<file path="src/rtl/pcstk_pkg.sv">
// Package for the program counter, return stack and indirect address block.
// Assumes one core clock and an execute stage that issues one operation per cycle.
package pcstk_pkg;
   localparam int unsigned PC_W        = 13;
   localparam int unsigned LOW_W       = 8;
   localparam int unsigned UPPER_W     = 5;
   localparam int unsigned DEPTH       = 8;
   localparam int unsigned JUMP_W      = 11;
   localparam int unsigned ADDR_W      = 9;
   localparam logic [12:0] PC_RESET    = 13'h0000;
   localparam logic [7:0]  PORT_ADDR   = 8'h00;
   localparam logic [7:0]  PORT_READ   = 8'h00;
   localparam int unsigned JMP_HI_LSB  = 3;
   localparam logic [12:0] PC_ONE      = 13'h0001;

   typedef enum logic [5:0] {
      OP_STEP  = 6'h01,
      OP_JUMP  = 6'h02,
      OP_CALL  = 6'h04,
      OP_IRQ   = 6'h08,
      OP_RET   = 6'h10,
      OP_WLOW  = 6'h20
   } pc_op_e;

   typedef struct packed {
      logic        valid;
      pc_op_e      op;
      logic [10:0] target;
      logic [7:0]  low_data;
      logic [12:0] vector;
   } pc_req_s;

   typedef struct packed {
      logic        valid;
      logic        write;
      logic [7:0]  file_addr;
      logic [7:0]  wdata;
   } file_req_s;
endpackage : pcstk_pkg

</file>
<file path="src/rtl/ret_stack_mem.sv">
// Return address storage, registered read data.
// Assumes the owner supplies the write and read indices.
`timescale 1ns/1ps
`default_nettype none
module ret_stack_mem #(
   parameter int unsigned WIDTH = 13,
   parameter int unsigned DEPTH = 8,
   parameter int unsigned IDX_W = 3
) (
   // Clock and reset.
   input  wire logic             clk_sys,
   input  wire logic             rst_n,
   // Write side.
   input  wire logic             wr_en,
   input  wire logic [IDX_W-1:0] wr_idx,
   input  wire logic [WIDTH-1:0] wr_data,
   // Read side.
   input  wire logic [IDX_W-1:0] rd_idx,
   output logic      [WIDTH-1:0] rd_data
);
   logic [WIDTH-1:0] mem_q [DEPTH];

   initial begin
      if (DEPTH != (1 << IDX_W)) $error("ret_stack_mem depth must be two to the index width.");
   end

   always_ff @(posedge clk_sys) begin
      if (wr_en) begin
         mem_q[wr_idx] <= wr_data;
      end
   end

   // Read data is registered so the pop path is one cycle.
   always_ff @(posedge clk_sys or negedge rst_n) begin
      if (!rst_n) begin
         rd_data <= '0;
      end else begin
         rd_data <= mem_q[rd_idx];
      end
   end
endmodule : ret_stack_mem
`default_nettype wire

</file>
<file path="src/rtl/pc_stack_indirect_addressing.sv">
// Program counter, circular return stack and indirect data address former.
// Assumes the execute stage holds each request valid for one cycle and, after a
// return, waits until pc_busy_q falls before the next program counter request.
`timescale 1ns/1ps
`default_nettype none
module pc_stack_indirect_addressing
   import pcstk_pkg::*;
#(
   parameter int unsigned STACK_DEPTH = DEPTH
) (
   // Clock and reset.
   input  wire logic              clk_sys,
   input  wire logic              rst_n,
   // Program counter requests from execute.
   input  wire pc_req_s           pc_req,
   input  wire logic              latch_we,
   input  wire logic [7:0]        latch_wdata,
   // Indirect access from execute; file_rdata comes from data memory.
   input  wire file_req_s         file_req,
   input  wire logic              indirect_bank_bit,
   input  wire logic [7:0]        indirect_pointer_reg,
   input  wire logic [7:0]        file_rdata,
   // Program counter state.
   output logic      [12:0]       pc_q,
   output logic      [7:0]        pc_low_byte_reg,
   output logic      [7:0]        pc_high_bits_latch,
   output logic                   pc_busy_q,
   // Data memory side.
   output logic                   data_valid_q,
   output logic                   data_write_q,
   output logic      [8:0]        data_addr_q,
   output logic      [7:0]        data_wdata_q,
   output logic      [7:0]        port_rdata_q,
   output logic                   port_self_q
);
   localparam int unsigned IDX_W = $clog2(STACK_DEPTH);

   initial begin
      if (STACK_DEPTH != DEPTH) $error("Stack depth is fixed at eight entries.");
   end

   typedef struct packed {
      logic [12:0]      pc;
      logic [7:0]       latch;
      logic [IDX_W-1:0] sp;
      logic             pop_wait;
      logic             dvalid;
      logic             dwrite;
      logic [8:0]       daddr;
      logic [7:0]       dwdata;
      logic [7:0]       prdata;
      logic             pself;
   } state_s;

   state_s           st_q;
   state_s           st_d;
   logic             push_en;
   logic [IDX_W-1:0] rd_idx;
   logic [12:0]      pop_data;
   logic             is_port;
   logic             self_sel;

   // The pointer is never a port or field visible to software.
   // Overflow and underflow are never flagged; no such output exists.
   // A call refused while a pop is pending must not touch the stack either.
   assign push_en = pc_req.valid && !st_q.pop_wait &&
                    (pc_req.op == OP_CALL || pc_req.op == OP_IRQ);
   assign rd_idx  = st_q.sp - IDX_W'(1);
   assign is_port = file_req.valid && (file_req.file_addr == PORT_ADDR);
   assign self_sel = indirect_pointer_reg == PORT_ADDR;

   ret_stack_mem #(
      .WIDTH (PC_W),
      .DEPTH (DEPTH),
      .IDX_W (IDX_W)
   ) u_mem (
      .clk_sys (clk_sys),
      .rst_n   (rst_n),
      .wr_en   (push_en),
      .wr_idx  (st_q.sp),
      .wr_data (st_q.pc),
      .rd_idx  (rd_idx),
      .rd_data (pop_data)
   );

   always_comb begin
      st_d = st_q;
      st_d.dvalid = 1'b0;
      st_d.dwrite = 1'b0;
      if (st_q.pop_wait) begin
         st_d.pc       = pop_data;
         st_d.pop_wait = 1'b0;
      end else if (pc_req.valid) begin
         case (pc_req.op)
            OP_STEP: st_d.pc = st_q.pc + PC_ONE;
            OP_JUMP, OP_CALL: begin
               st_d.pc = {st_q.latch[4:JMP_HI_LSB], pc_req.target};
            end
            OP_IRQ: st_d.pc = pc_req.vector;
            OP_WLOW: begin
               // No carry reaches the latch; software adjusts it itself.
               st_d.pc = {st_q.latch[UPPER_W-1:0], pc_req.low_data};
            end
            OP_RET: begin
               st_d.sp       = st_q.sp - IDX_W'(1);
               st_d.pop_wait = 1'b1;
            end
            default: st_d.pc = st_q.pc;
         endcase
         if (push_en) begin
            st_d.sp = st_q.sp + IDX_W'(1);
         end
      end
      // Only software writes move the latch, never the stack.
      if (latch_we) begin
         st_d.latch = latch_wdata;
      end
      if (file_req.valid) begin
         st_d.dvalid = 1'b1;
         st_d.dwrite = file_req.write;
         st_d.dwdata = file_req.wdata;
         st_d.pself  = 1'b0;
         if (is_port) begin
            st_d.daddr = {indirect_bank_bit, indirect_pointer_reg};
            if (self_sel) begin
               st_d.pself  = 1'b1;
               st_d.dvalid = 1'b0;
               st_d.dwrite = 1'b0;
            end
         end else begin
            st_d.daddr = {indirect_bank_bit, file_req.file_addr};
         end
      end
      // Self-selected reads see zero; others pass the memory data through.
      st_d.prdata = st_q.pself ? PORT_READ : file_rdata;
   end

   always_ff @(posedge clk_sys or negedge rst_n) begin
      if (!rst_n) begin
         st_q <= '0;
      end else begin
         st_q <= st_d;
      end
   end

   assign pc_q               = st_q.pc;
   assign pc_low_byte_reg    = st_q.pc[7:0];
   assign pc_high_bits_latch = st_q.latch;
   assign pc_busy_q          = st_q.pop_wait;
   assign data_valid_q       = st_q.dvalid;
   assign data_write_q       = st_q.dwrite;
   assign data_addr_q        = st_q.daddr;
   assign data_wdata_q       = st_q.dwdata;
   assign port_rdata_q       = st_q.prdata;
   assign port_self_q        = st_q.pself;

   a_reset_clear: assert property (@(posedge clk_sys) $rose(rst_n) |-> pc_q == PC_RESET)
      else $error("Counter not zero after reset.");

   a_low_write: assert property (@(posedge clk_sys) disable iff (!rst_n)
      pc_req.valid && pc_req.op == OP_WLOW && !pc_busy_q |=>
      pc_q == {$past(pc_high_bits_latch[4:0]), $past(pc_req.low_data)})
      else $error("Low write did not load all 13 bits.");

   a_jump_upper: assert property (@(posedge clk_sys) disable iff (!rst_n)
      pc_req.valid && (pc_req.op == OP_JUMP || pc_req.op == OP_CALL) && !pc_busy_q |=>
      pc_q[12:11] == $past(pc_high_bits_latch[4:3]) && pc_q[10:0] == $past(pc_req.target))
      else $error("Jump upper bits wrong.");

   a_call_return: assert property (@(posedge clk_sys) disable iff (!rst_n)
      pc_req.valid && pc_req.op == OP_CALL && !pc_busy_q ##1
      pc_req.valid && pc_req.op == OP_RET && !pc_busy_q |-> ##2 pc_q == $past(pc_q, 3))
      else $error("Return did not restore pushed counter.");

   a_pop_busy: assert property (@(posedge clk_sys) disable iff (!rst_n)
      pc_req.valid && pc_req.op == OP_RET && !pc_busy_q |=> pc_busy_q ##1 !pc_busy_q)
      else $error("Pop wait not one cycle.");

   a_latch_stable: assert property (@(posedge clk_sys) disable iff (!rst_n)
      !latch_we |=> $stable(pc_high_bits_latch))
      else $error("Latch changed without write.");

   a_self_read: assert property (@(posedge clk_sys) disable iff (!rst_n)
      port_self_q |=> port_rdata_q == PORT_READ)
      else $error("Self-selected read not zero.");

   a_self_write: assert property (@(posedge clk_sys) disable iff (!rst_n)
      port_self_q |-> !data_valid_q && !data_write_q)
      else $error("Self-selected write reached memory.");

   a_wdata_pass: assert property (@(posedge clk_sys) disable iff (!rst_n)
      file_req.valid |=> data_wdata_q == $past(file_req.wdata))
      else $error("Write data not passed to memory.");

   a_ind_addr: assert property (@(posedge clk_sys) disable iff (!rst_n)
      is_port && !self_sel |=> data_valid_q &&
      data_addr_q == {$past(indirect_bank_bit), $past(indirect_pointer_reg)})
      else $error("Indirect address wrong.");
endmodule : pc_stack_indirect_addressing
`default_nettype wire

</file>
<file path="config.mk">
export PLATFORM = sky130hd
export DESIGN_NAME = pc_stack_indirect_addressing
export DESIGN_NICKNAME = d
export VERILOG_FILES = /design/src/rtl/pcstk_pkg.sv /design/src/rtl/ret_stack_mem.sv /design/src/rtl/pc_stack_indirect_addressing.sv
export SDC_FILE = /design/constraint.sdc
export NUM_CORES = 1
export LEC_CHECK = 0
export BUFFER_PORTS_ARGS = -buffer_cell sky130_fd_sc_hd__buf_4
export CAP_MARGIN = 5
export CORE_MARGIN = 1
export CORE_UTILIZATION = 45
export CTS_CLUSTER_DIAMETER = 150
export CTS_CLUSTER_SIZE = 40
export DETAILED_ROUTE_END_ITERATION = 8
export GPL_ROUTABILITY_DRIVEN = 0
export PLACE_DENSITY_LB_ADDON = 0.12
export SETUP_SLACK_MARGIN = 0.3
export SLEW_MARGIN = 5
export SYNTH_ARGS = -nofsm -noshare
export SYNTH_HDL_FRONTEND = slang
export SYNTH_HIERARCHICAL = 1
export SYNTH_SLANG_ARGS = --single-unit
</file>
<file path="constraint.sdc">
create_clock -name clk_sys -period 3.6 [get_ports clk_sys]
set_input_delay 0 -clock clk_sys [delete_from_list [all_inputs] [get_ports clk_sys]]
set_output_delay 0 -clock clk_sys [all_outputs]
set_load 0.005 [all_outputs]
</file>
* Yosys cells after proc, flatten, opt, wreduce, memory -nomap -nowiden *
Memory sizes are Yosys's and may differ from the RTL's. A register that Yosys moved wholly into a read port is not among the register bits.
Cells that the tools add are included.

operators by class
  add/sub/neg operators = 3
  multipliers = 0
  divide/modulo/power cells = 0
  order comparisons = 0
  equal/unequal tests = 6
  shift operators = 0
  mux-type cells = 16
  bitwise logic cells = 1
  reductions and logical operators = 14

operator list
  cell                                                                count
  13-bit one-hot mux with 4 select lines                              1
  13-bit 2-to-1 mux                                                   2
  19-bit 2-to-1 mux                                                   1
  8-bit logical NOT                                                   2
  8-bit 2-to-1 mux                                                    2
  13-bit by 1-bit adder with 13-bit output, second input constant     1
  6-bit by 1-bit == test with 1-bit output, second input constant     1
  6-bit by 2-bit == test with 1-bit output, second input constant     1
  6-bit by 3-bit == test with 1-bit output, second input constant     1
  6-bit by 4-bit == test with 1-bit output, second input constant     1
  6-bit by 5-bit == test with 1-bit output, second input constant     1
  6-bit == test, second input constant                                1
  1-bit 2-to-1 mux                                                    6
  5-bit nonzero test                                                  1
  2-bit 2-to-1 mux                                                    2
  4-bit 2-to-1 mux                                                    1
  2-bit nonzero test                                                  2
  3-bit by 1-bit adder with 3-bit output, second input constant       1
  1-bit logical AND                                                   3
  3-bit 2-to-1 mux                                                    1
  3-bit AND reduction                                                 1
  3-bit by 1-bit subtractor with 3-bit output, second input constant  1
  1-bit logical NOT                                                   2
  2-bit AND reduction                                                 1
  other kinds (3)                                                     3

word-level totals
  register bits after elaboration = 53
  latch bits = 0
  bits in writable memories = 104
  memory bits (read-only) = 0
  bits of input ports = 85
  output and inout bits = 58
  word-level logic and storage cells = 51
  memories = 1

memory list
  memory       words  bits a word  read ports  clocked after Yosys merged registers in  wr ports  line                 source
  u_mem.mem_q  8      13           1           1                                        1         ret_stack_mem.sv:21  logic [WIDTH-1:0] mem_q [DEPTH];

* Depth between registers and ports, before layout *
  depth in word-level cells = 5
  mapped depth = 7
  depth with buffers taken out = 6

* Hierarchy *
The synthesis kept the hierarchy.

modules (own cells, without submodules)
  module                        times used  cells an instance  area an instance (um^2)  seq. area each (um^2)
  ret_stack_mem                 1           176                4380.5                   3448.3
  pc_stack_indirect_addressing  1           331                3288.2                   1326.3

* Least setup slack after synthesis *
No wires, ideal clock.

  kind = reg-to-reg
  start = register st_q (netlist bit pc_busy_q)
  end = memory u_mem.mem_q[0][0] (enable)
  library setup time = 0.400 ns
  arrival = 2.174 ns
  required time = 3.200 ns
  slack = 1.027 ns
  cell stages (with the launch flop) = 7
  path buffers = 1
  period minus slack after synthesis = 2.573 ns
  cells stage by stage = dfrtp_1 > clkbuf_8 > nor4b_1 > nand3_1 > inv_1 > nand2b_1 > nor3_1

on the way
  word-level cells in the longest chain between the ends = 5

RTL lines
  item                                    line                                 source
  from (decl)                             pc_stack_indirect_addressing.sv:55   state_s st_q;
  from (signal assigned)                  pc_stack_indirect_addressing.sv:142  st_q <= st_d;
  1-bit logical NOT                       pc_stack_indirect_addressing.sv:66   assign push_en = pc_req.valid && !st_q.pop_wait &&
  1-bit logical AND (2 in series)         pc_stack_indirect_addressing.sv:66
  via push_en                             pc_stack_indirect_addressing.sv:57   logic push_en;
  1-bit 2-to-1 mux                        ret_stack_mem.sv:28                  if (wr_en) begin
  1-bit 2-to-1 mux (not written as such)  ret_stack_mem.sv:29                  mem_q[wr_idx] <= wr_data;
  to (decl)                               ret_stack_mem.sv:21

The timed path passes the listed nets, and every way through them passes these cells.

* Worst setup path in the final report *
  start = input port file_req[11] (netlist name)
  end = register st_q (netlist bit data_addr_q[2])

on the way
  word-level cells in the longest chain between the ends = 3

RTL lines
  item               line                                 source
  from (decl)        pc_stack_indirect_addressing.sv:19   input wire file_req_s file_req,
  8-bit logical NOT  pc_stack_indirect_addressing.sv:69   assign is_port = file_req.valid && (file_req.file_addr == PORT_ADDR);
  1-bit logical AND  pc_stack_indirect_addressing.sv:69
  8-bit 2-to-1 mux   pc_stack_indirect_addressing.sv:123  if (is_port) begin

Every way passes these cells.
A chain may end at the register's enable or synchronous reset.

==> flow_summary.toml <==
[synthesis]
ys_seq_elements = 170
yosysWarnings = 6
seq_area_frac_synth = 0.623
async_flop_share = 0.388
ys_types = 45
synth_top_cell_area_share = 0.407
synth_edf_count = 104
synth_area_leaders = "edfxtp_1 41%, dfrtp_1 22%, mux4_1 8.2%"
synth_common_cells = "104 x edfxtp_1, 66 x dfrtp_1, 55 x buf_4"
syn-num-nets = 595
synth.most_common_cell = "edfxtp_1"
syn_inst = 507
synth.cell_area_mm2 = 0.00767
ys.flop_type = "edfxtp_1"
yosys.area.top_type = "edfxtp_1"
avgSynthCellArea_um2 = 15.1

[cts]
clock_sinks = 170
clk_latency_ns = 0.42
cts_buffers = 17
htreeDepth = 4
post-cts-setup-buffers = 0
cts_tree = "done"
clock_path_buffers = 2
root_buffer = "clkbuf_16"
clk_pin_slew_ns = 0.06

[global_route]
grt_pass1_wl_mm = 28.2
antenna_found_initial = 0
track_usage = 0.217
first_global_vias = 4986
grt-ovfl-total = 0
grt_start_max_net_pins = 67

[sta]
clock.fmax_mhz = 348
finalHoldViolations = 0
rsz0062_at_grt = "no"
setup-tns-final_ns = 0
slew_headroom = 0.312
skew_ns = 0.00809
finalMaxSlewViolations = 0
timing.final.crit_share = 0.798
finalSetupViolCount = 0
fin_crit_ns = 2.87
worstMarginPinSlew_ns = 1.03

[floorplanning]
die_x_um = 133
dieArea_mm2 = 0.0176
fp.dieH_um = 133
coreArea_mm2 = 0.0166
io_pins = 143
initial_core_util = 0.462
rows = 47

[setup_path]
critPathLaunchType = "input pin"
reg2reg_to = "pc_q[9]$_DFFE_PN0P_"
crit_path_start = "file_req[11]"
r2r_cells = 6
r2r-start = "pc_q[2]$_DFFE_PN0P_"
crit_path_end_kind = "register"
cp_data_arrival_time_ns = 3.22
required_ns = 3.95
rrSetupSlack_ns = 1.05
crit_type = "input pin to register"
crit_fanout = 8

[place]
port_buffers = 142
placed_area_mm2 = 0.00853
dp.final_hpwl_mm = 11.1
dp_cells = 806

[final_layout]
utilization = 0.602
final_cells = 923
antennaDiodeCount = 0
drive_above_1_share = 0.327
nets = 778
fill_cells = 1294
finalInstanceArea_mm2 = 0.00998
syn2layout_area_growth_pct = 30.2

[drt]
initialDrtViolationCount = 275
drc = 0
avgViaCountPerCell = 5.25
drt_wl_total_mm = 18.3
drtAntennaViolNets = 0
drt-pass1-iter-count = 4
wl_per_cell_um = 19.8
via_count = 4848

[power_and_ir_drop]
power_leakage_nw = 4.02
ir_worst_vdd_mv = 0.359
power_mw = 5.85
pwr_density_cell_mw_per_mm2 = 586

[min_path]
min_from = "pc_req[8]"
hold-path-cell-count = 4
worst_hold_path_type = "input pin to register"
holdPathEnd = "pc_q[8]$_DFFE_PN0P_"

[job]
drv_cap = 0

[status]
run_status = "finished clean"
-- logic make-up (layout without fill, tap and decap cells) --
group           count (synthesis)  in the layout  share of synthesized area
simple gates                   74             74                     0.0496
xor+xnor                       17             17                     0.0194
compound gates                 91             91                     0.0847
buf+inv                        96            292                     0.0866
fa+ha+maj                       3              3                    0.00490
mux                            56             56                      0.132
flops                         170            170                      0.623
-- sequential cells by signal (all words and copies together) (netlist names) --
signal / flops
data_addr_q: 9
pc_busy_q: 1
data_valid_q: 1
pc_q: 13
pc_high_bits_latch: 8
u_mem/rd_data: 13
data_write_q: 1
port_rdata_q: 8
st_q: 3
port_self_q: 1
data_wdata_q: 8
u_mem/mem_q: 104
-- how the worst max path moves through the flow --
stage / slack (ns) / to
final: 0.73 / data_addr_q[2]$_DFFE_PN0P_
after floorplan: 1.03 / u_mem/mem_q[0][0]$_DFFE_PP_
after global routing: 0.57 / data_addr_q[0]$_DFFE_PN0P_
after detailed placement: 1.43 / u_mem/mem_q[6][8]$_DFFE_PP_
after global placement: 1.48 / pc_q[3]$_DFFE_PN0P_
after CTS: 0.72 / data_addr_q[5]$_DFFE_PN0P_
-- stage by stage --
| step | hold slack [ns] | setup WS, ns |
|---|---|---|
| 2_1_floorplan | -0.296 | 1.03 |
| 3_3_place_gp | 0.179 | 1.48 |
| 3_5_place_dp | 0.187 | 1.43 |
| 4_1_cts | 0.000862 | 0.725 |
| 5_1_grt | 0.00849 | 0.567 |
| 6_report | 0.0166 | 0.729 |
-- power breakdown --
group	switching, mW	total, mW	leakage [nW]	internal (mW)
logic	0.563	1.39	1.99	0.829
registers	0.272	2.63	1.74	2.36
clock network	0.708	1.83	0.291	1.12
-- metal layers --
| layer | wire length (um) | vias to the layer above | part of all wire | GRT usage |
|---|---|---|---|---|
| li1 | - | 2230 | - | - |
| met3 | 765 | 33 | 0.042 | 0.0364 |
| met1 | 7930 | 2435 | 0.43 | 0.287 |
| met2 | 9110 | 150 | 0.50 | 0.355 |
| met4 | 498 | 0 | 0.027 | 0.0939 |
| met5 | 0 | - | 0 | 0 |
-- placed cells by master (no fill, tap or decap), types with 3 or more instances in the layout --
| cell | Yosys | routed |
|---|---|---|
| inv_1 | 20 | 20 |
| o211ai_2 | 10 | 10 |
| clkbuf_1 | 4 | 5 |
| nor3_1 | 8 | 5 |
| mux2_2 | 30 | 30 |
| xor2_1 | 5 | 4 |
| nor2b_1 | 10 | 10 |
| nand4_1 | 3 | 3 |
| buf_4 | 55 | 154 |
| nor4_1 | 3 | 3 |
| o31a_1 | 3 | 3 |
| xnor2_1 | 12 | 12 |
| a22oi_1 | 11 | 11 |
| ha_1 | 3 | 3 |
| o21ai_0 | 4 | 4 |
| nand2_1 | 11 | 11 |
| clkbuf_16 | 0 | 18 |
| nand2b_1 | 3 | 3 |
| nand3_1 | 5 | 5 |
| dlygate4sd3_1 | 2 | 85 |
| dfrtp_1 | 66 | 66 |
| o211ai_1 | 4 | 4 |
| mux4_1 | 24 | 24 |
| nor3_2 | 0 | 3 |
| a22o_1 | 11 | 11 |
| nor2_1 | 23 | 23 |
| clkbuf_8 | 4 | 3 |
| a21oi_1 | 42 | 42 |
| edfxtp_1 | 104 | 104 |
-- critical path: stages --
cell and delay (ns):
dlygate4sd3_1 0.55, buf_4 0.14, nor4_1 0.44, nand2_1 0.19, nor3_2 0.44, a21oi_1 0.15
dlygate4sd3_1 0.58, a21oi_1 0.17, dlygate4sd3_1 0.57
-- area by class of cell --
class | instances | area [um^2] | share of cell area
tap | 220 | 275 | 0.0276
sequential | 170 | 4770 | 0.478
inverter | 21 | 78.8 | 0.00790
multi-input combinational | 241 | 2250 | 0.226
clock buffer | 26 | 510 | 0.0511
clock inverter | 6 | 85.1 | 0.00852
timing repair buffer | 239 | 2010 | 0.201
-- timing repair --
item	in CTS	in global routing
hold endpoints to repair	115	0
gates resized for setup	0	1
hold buffers	85	0
endpoints found under the setup margin	0	2
Note: power is estimated with default switching activity, not from simulation.
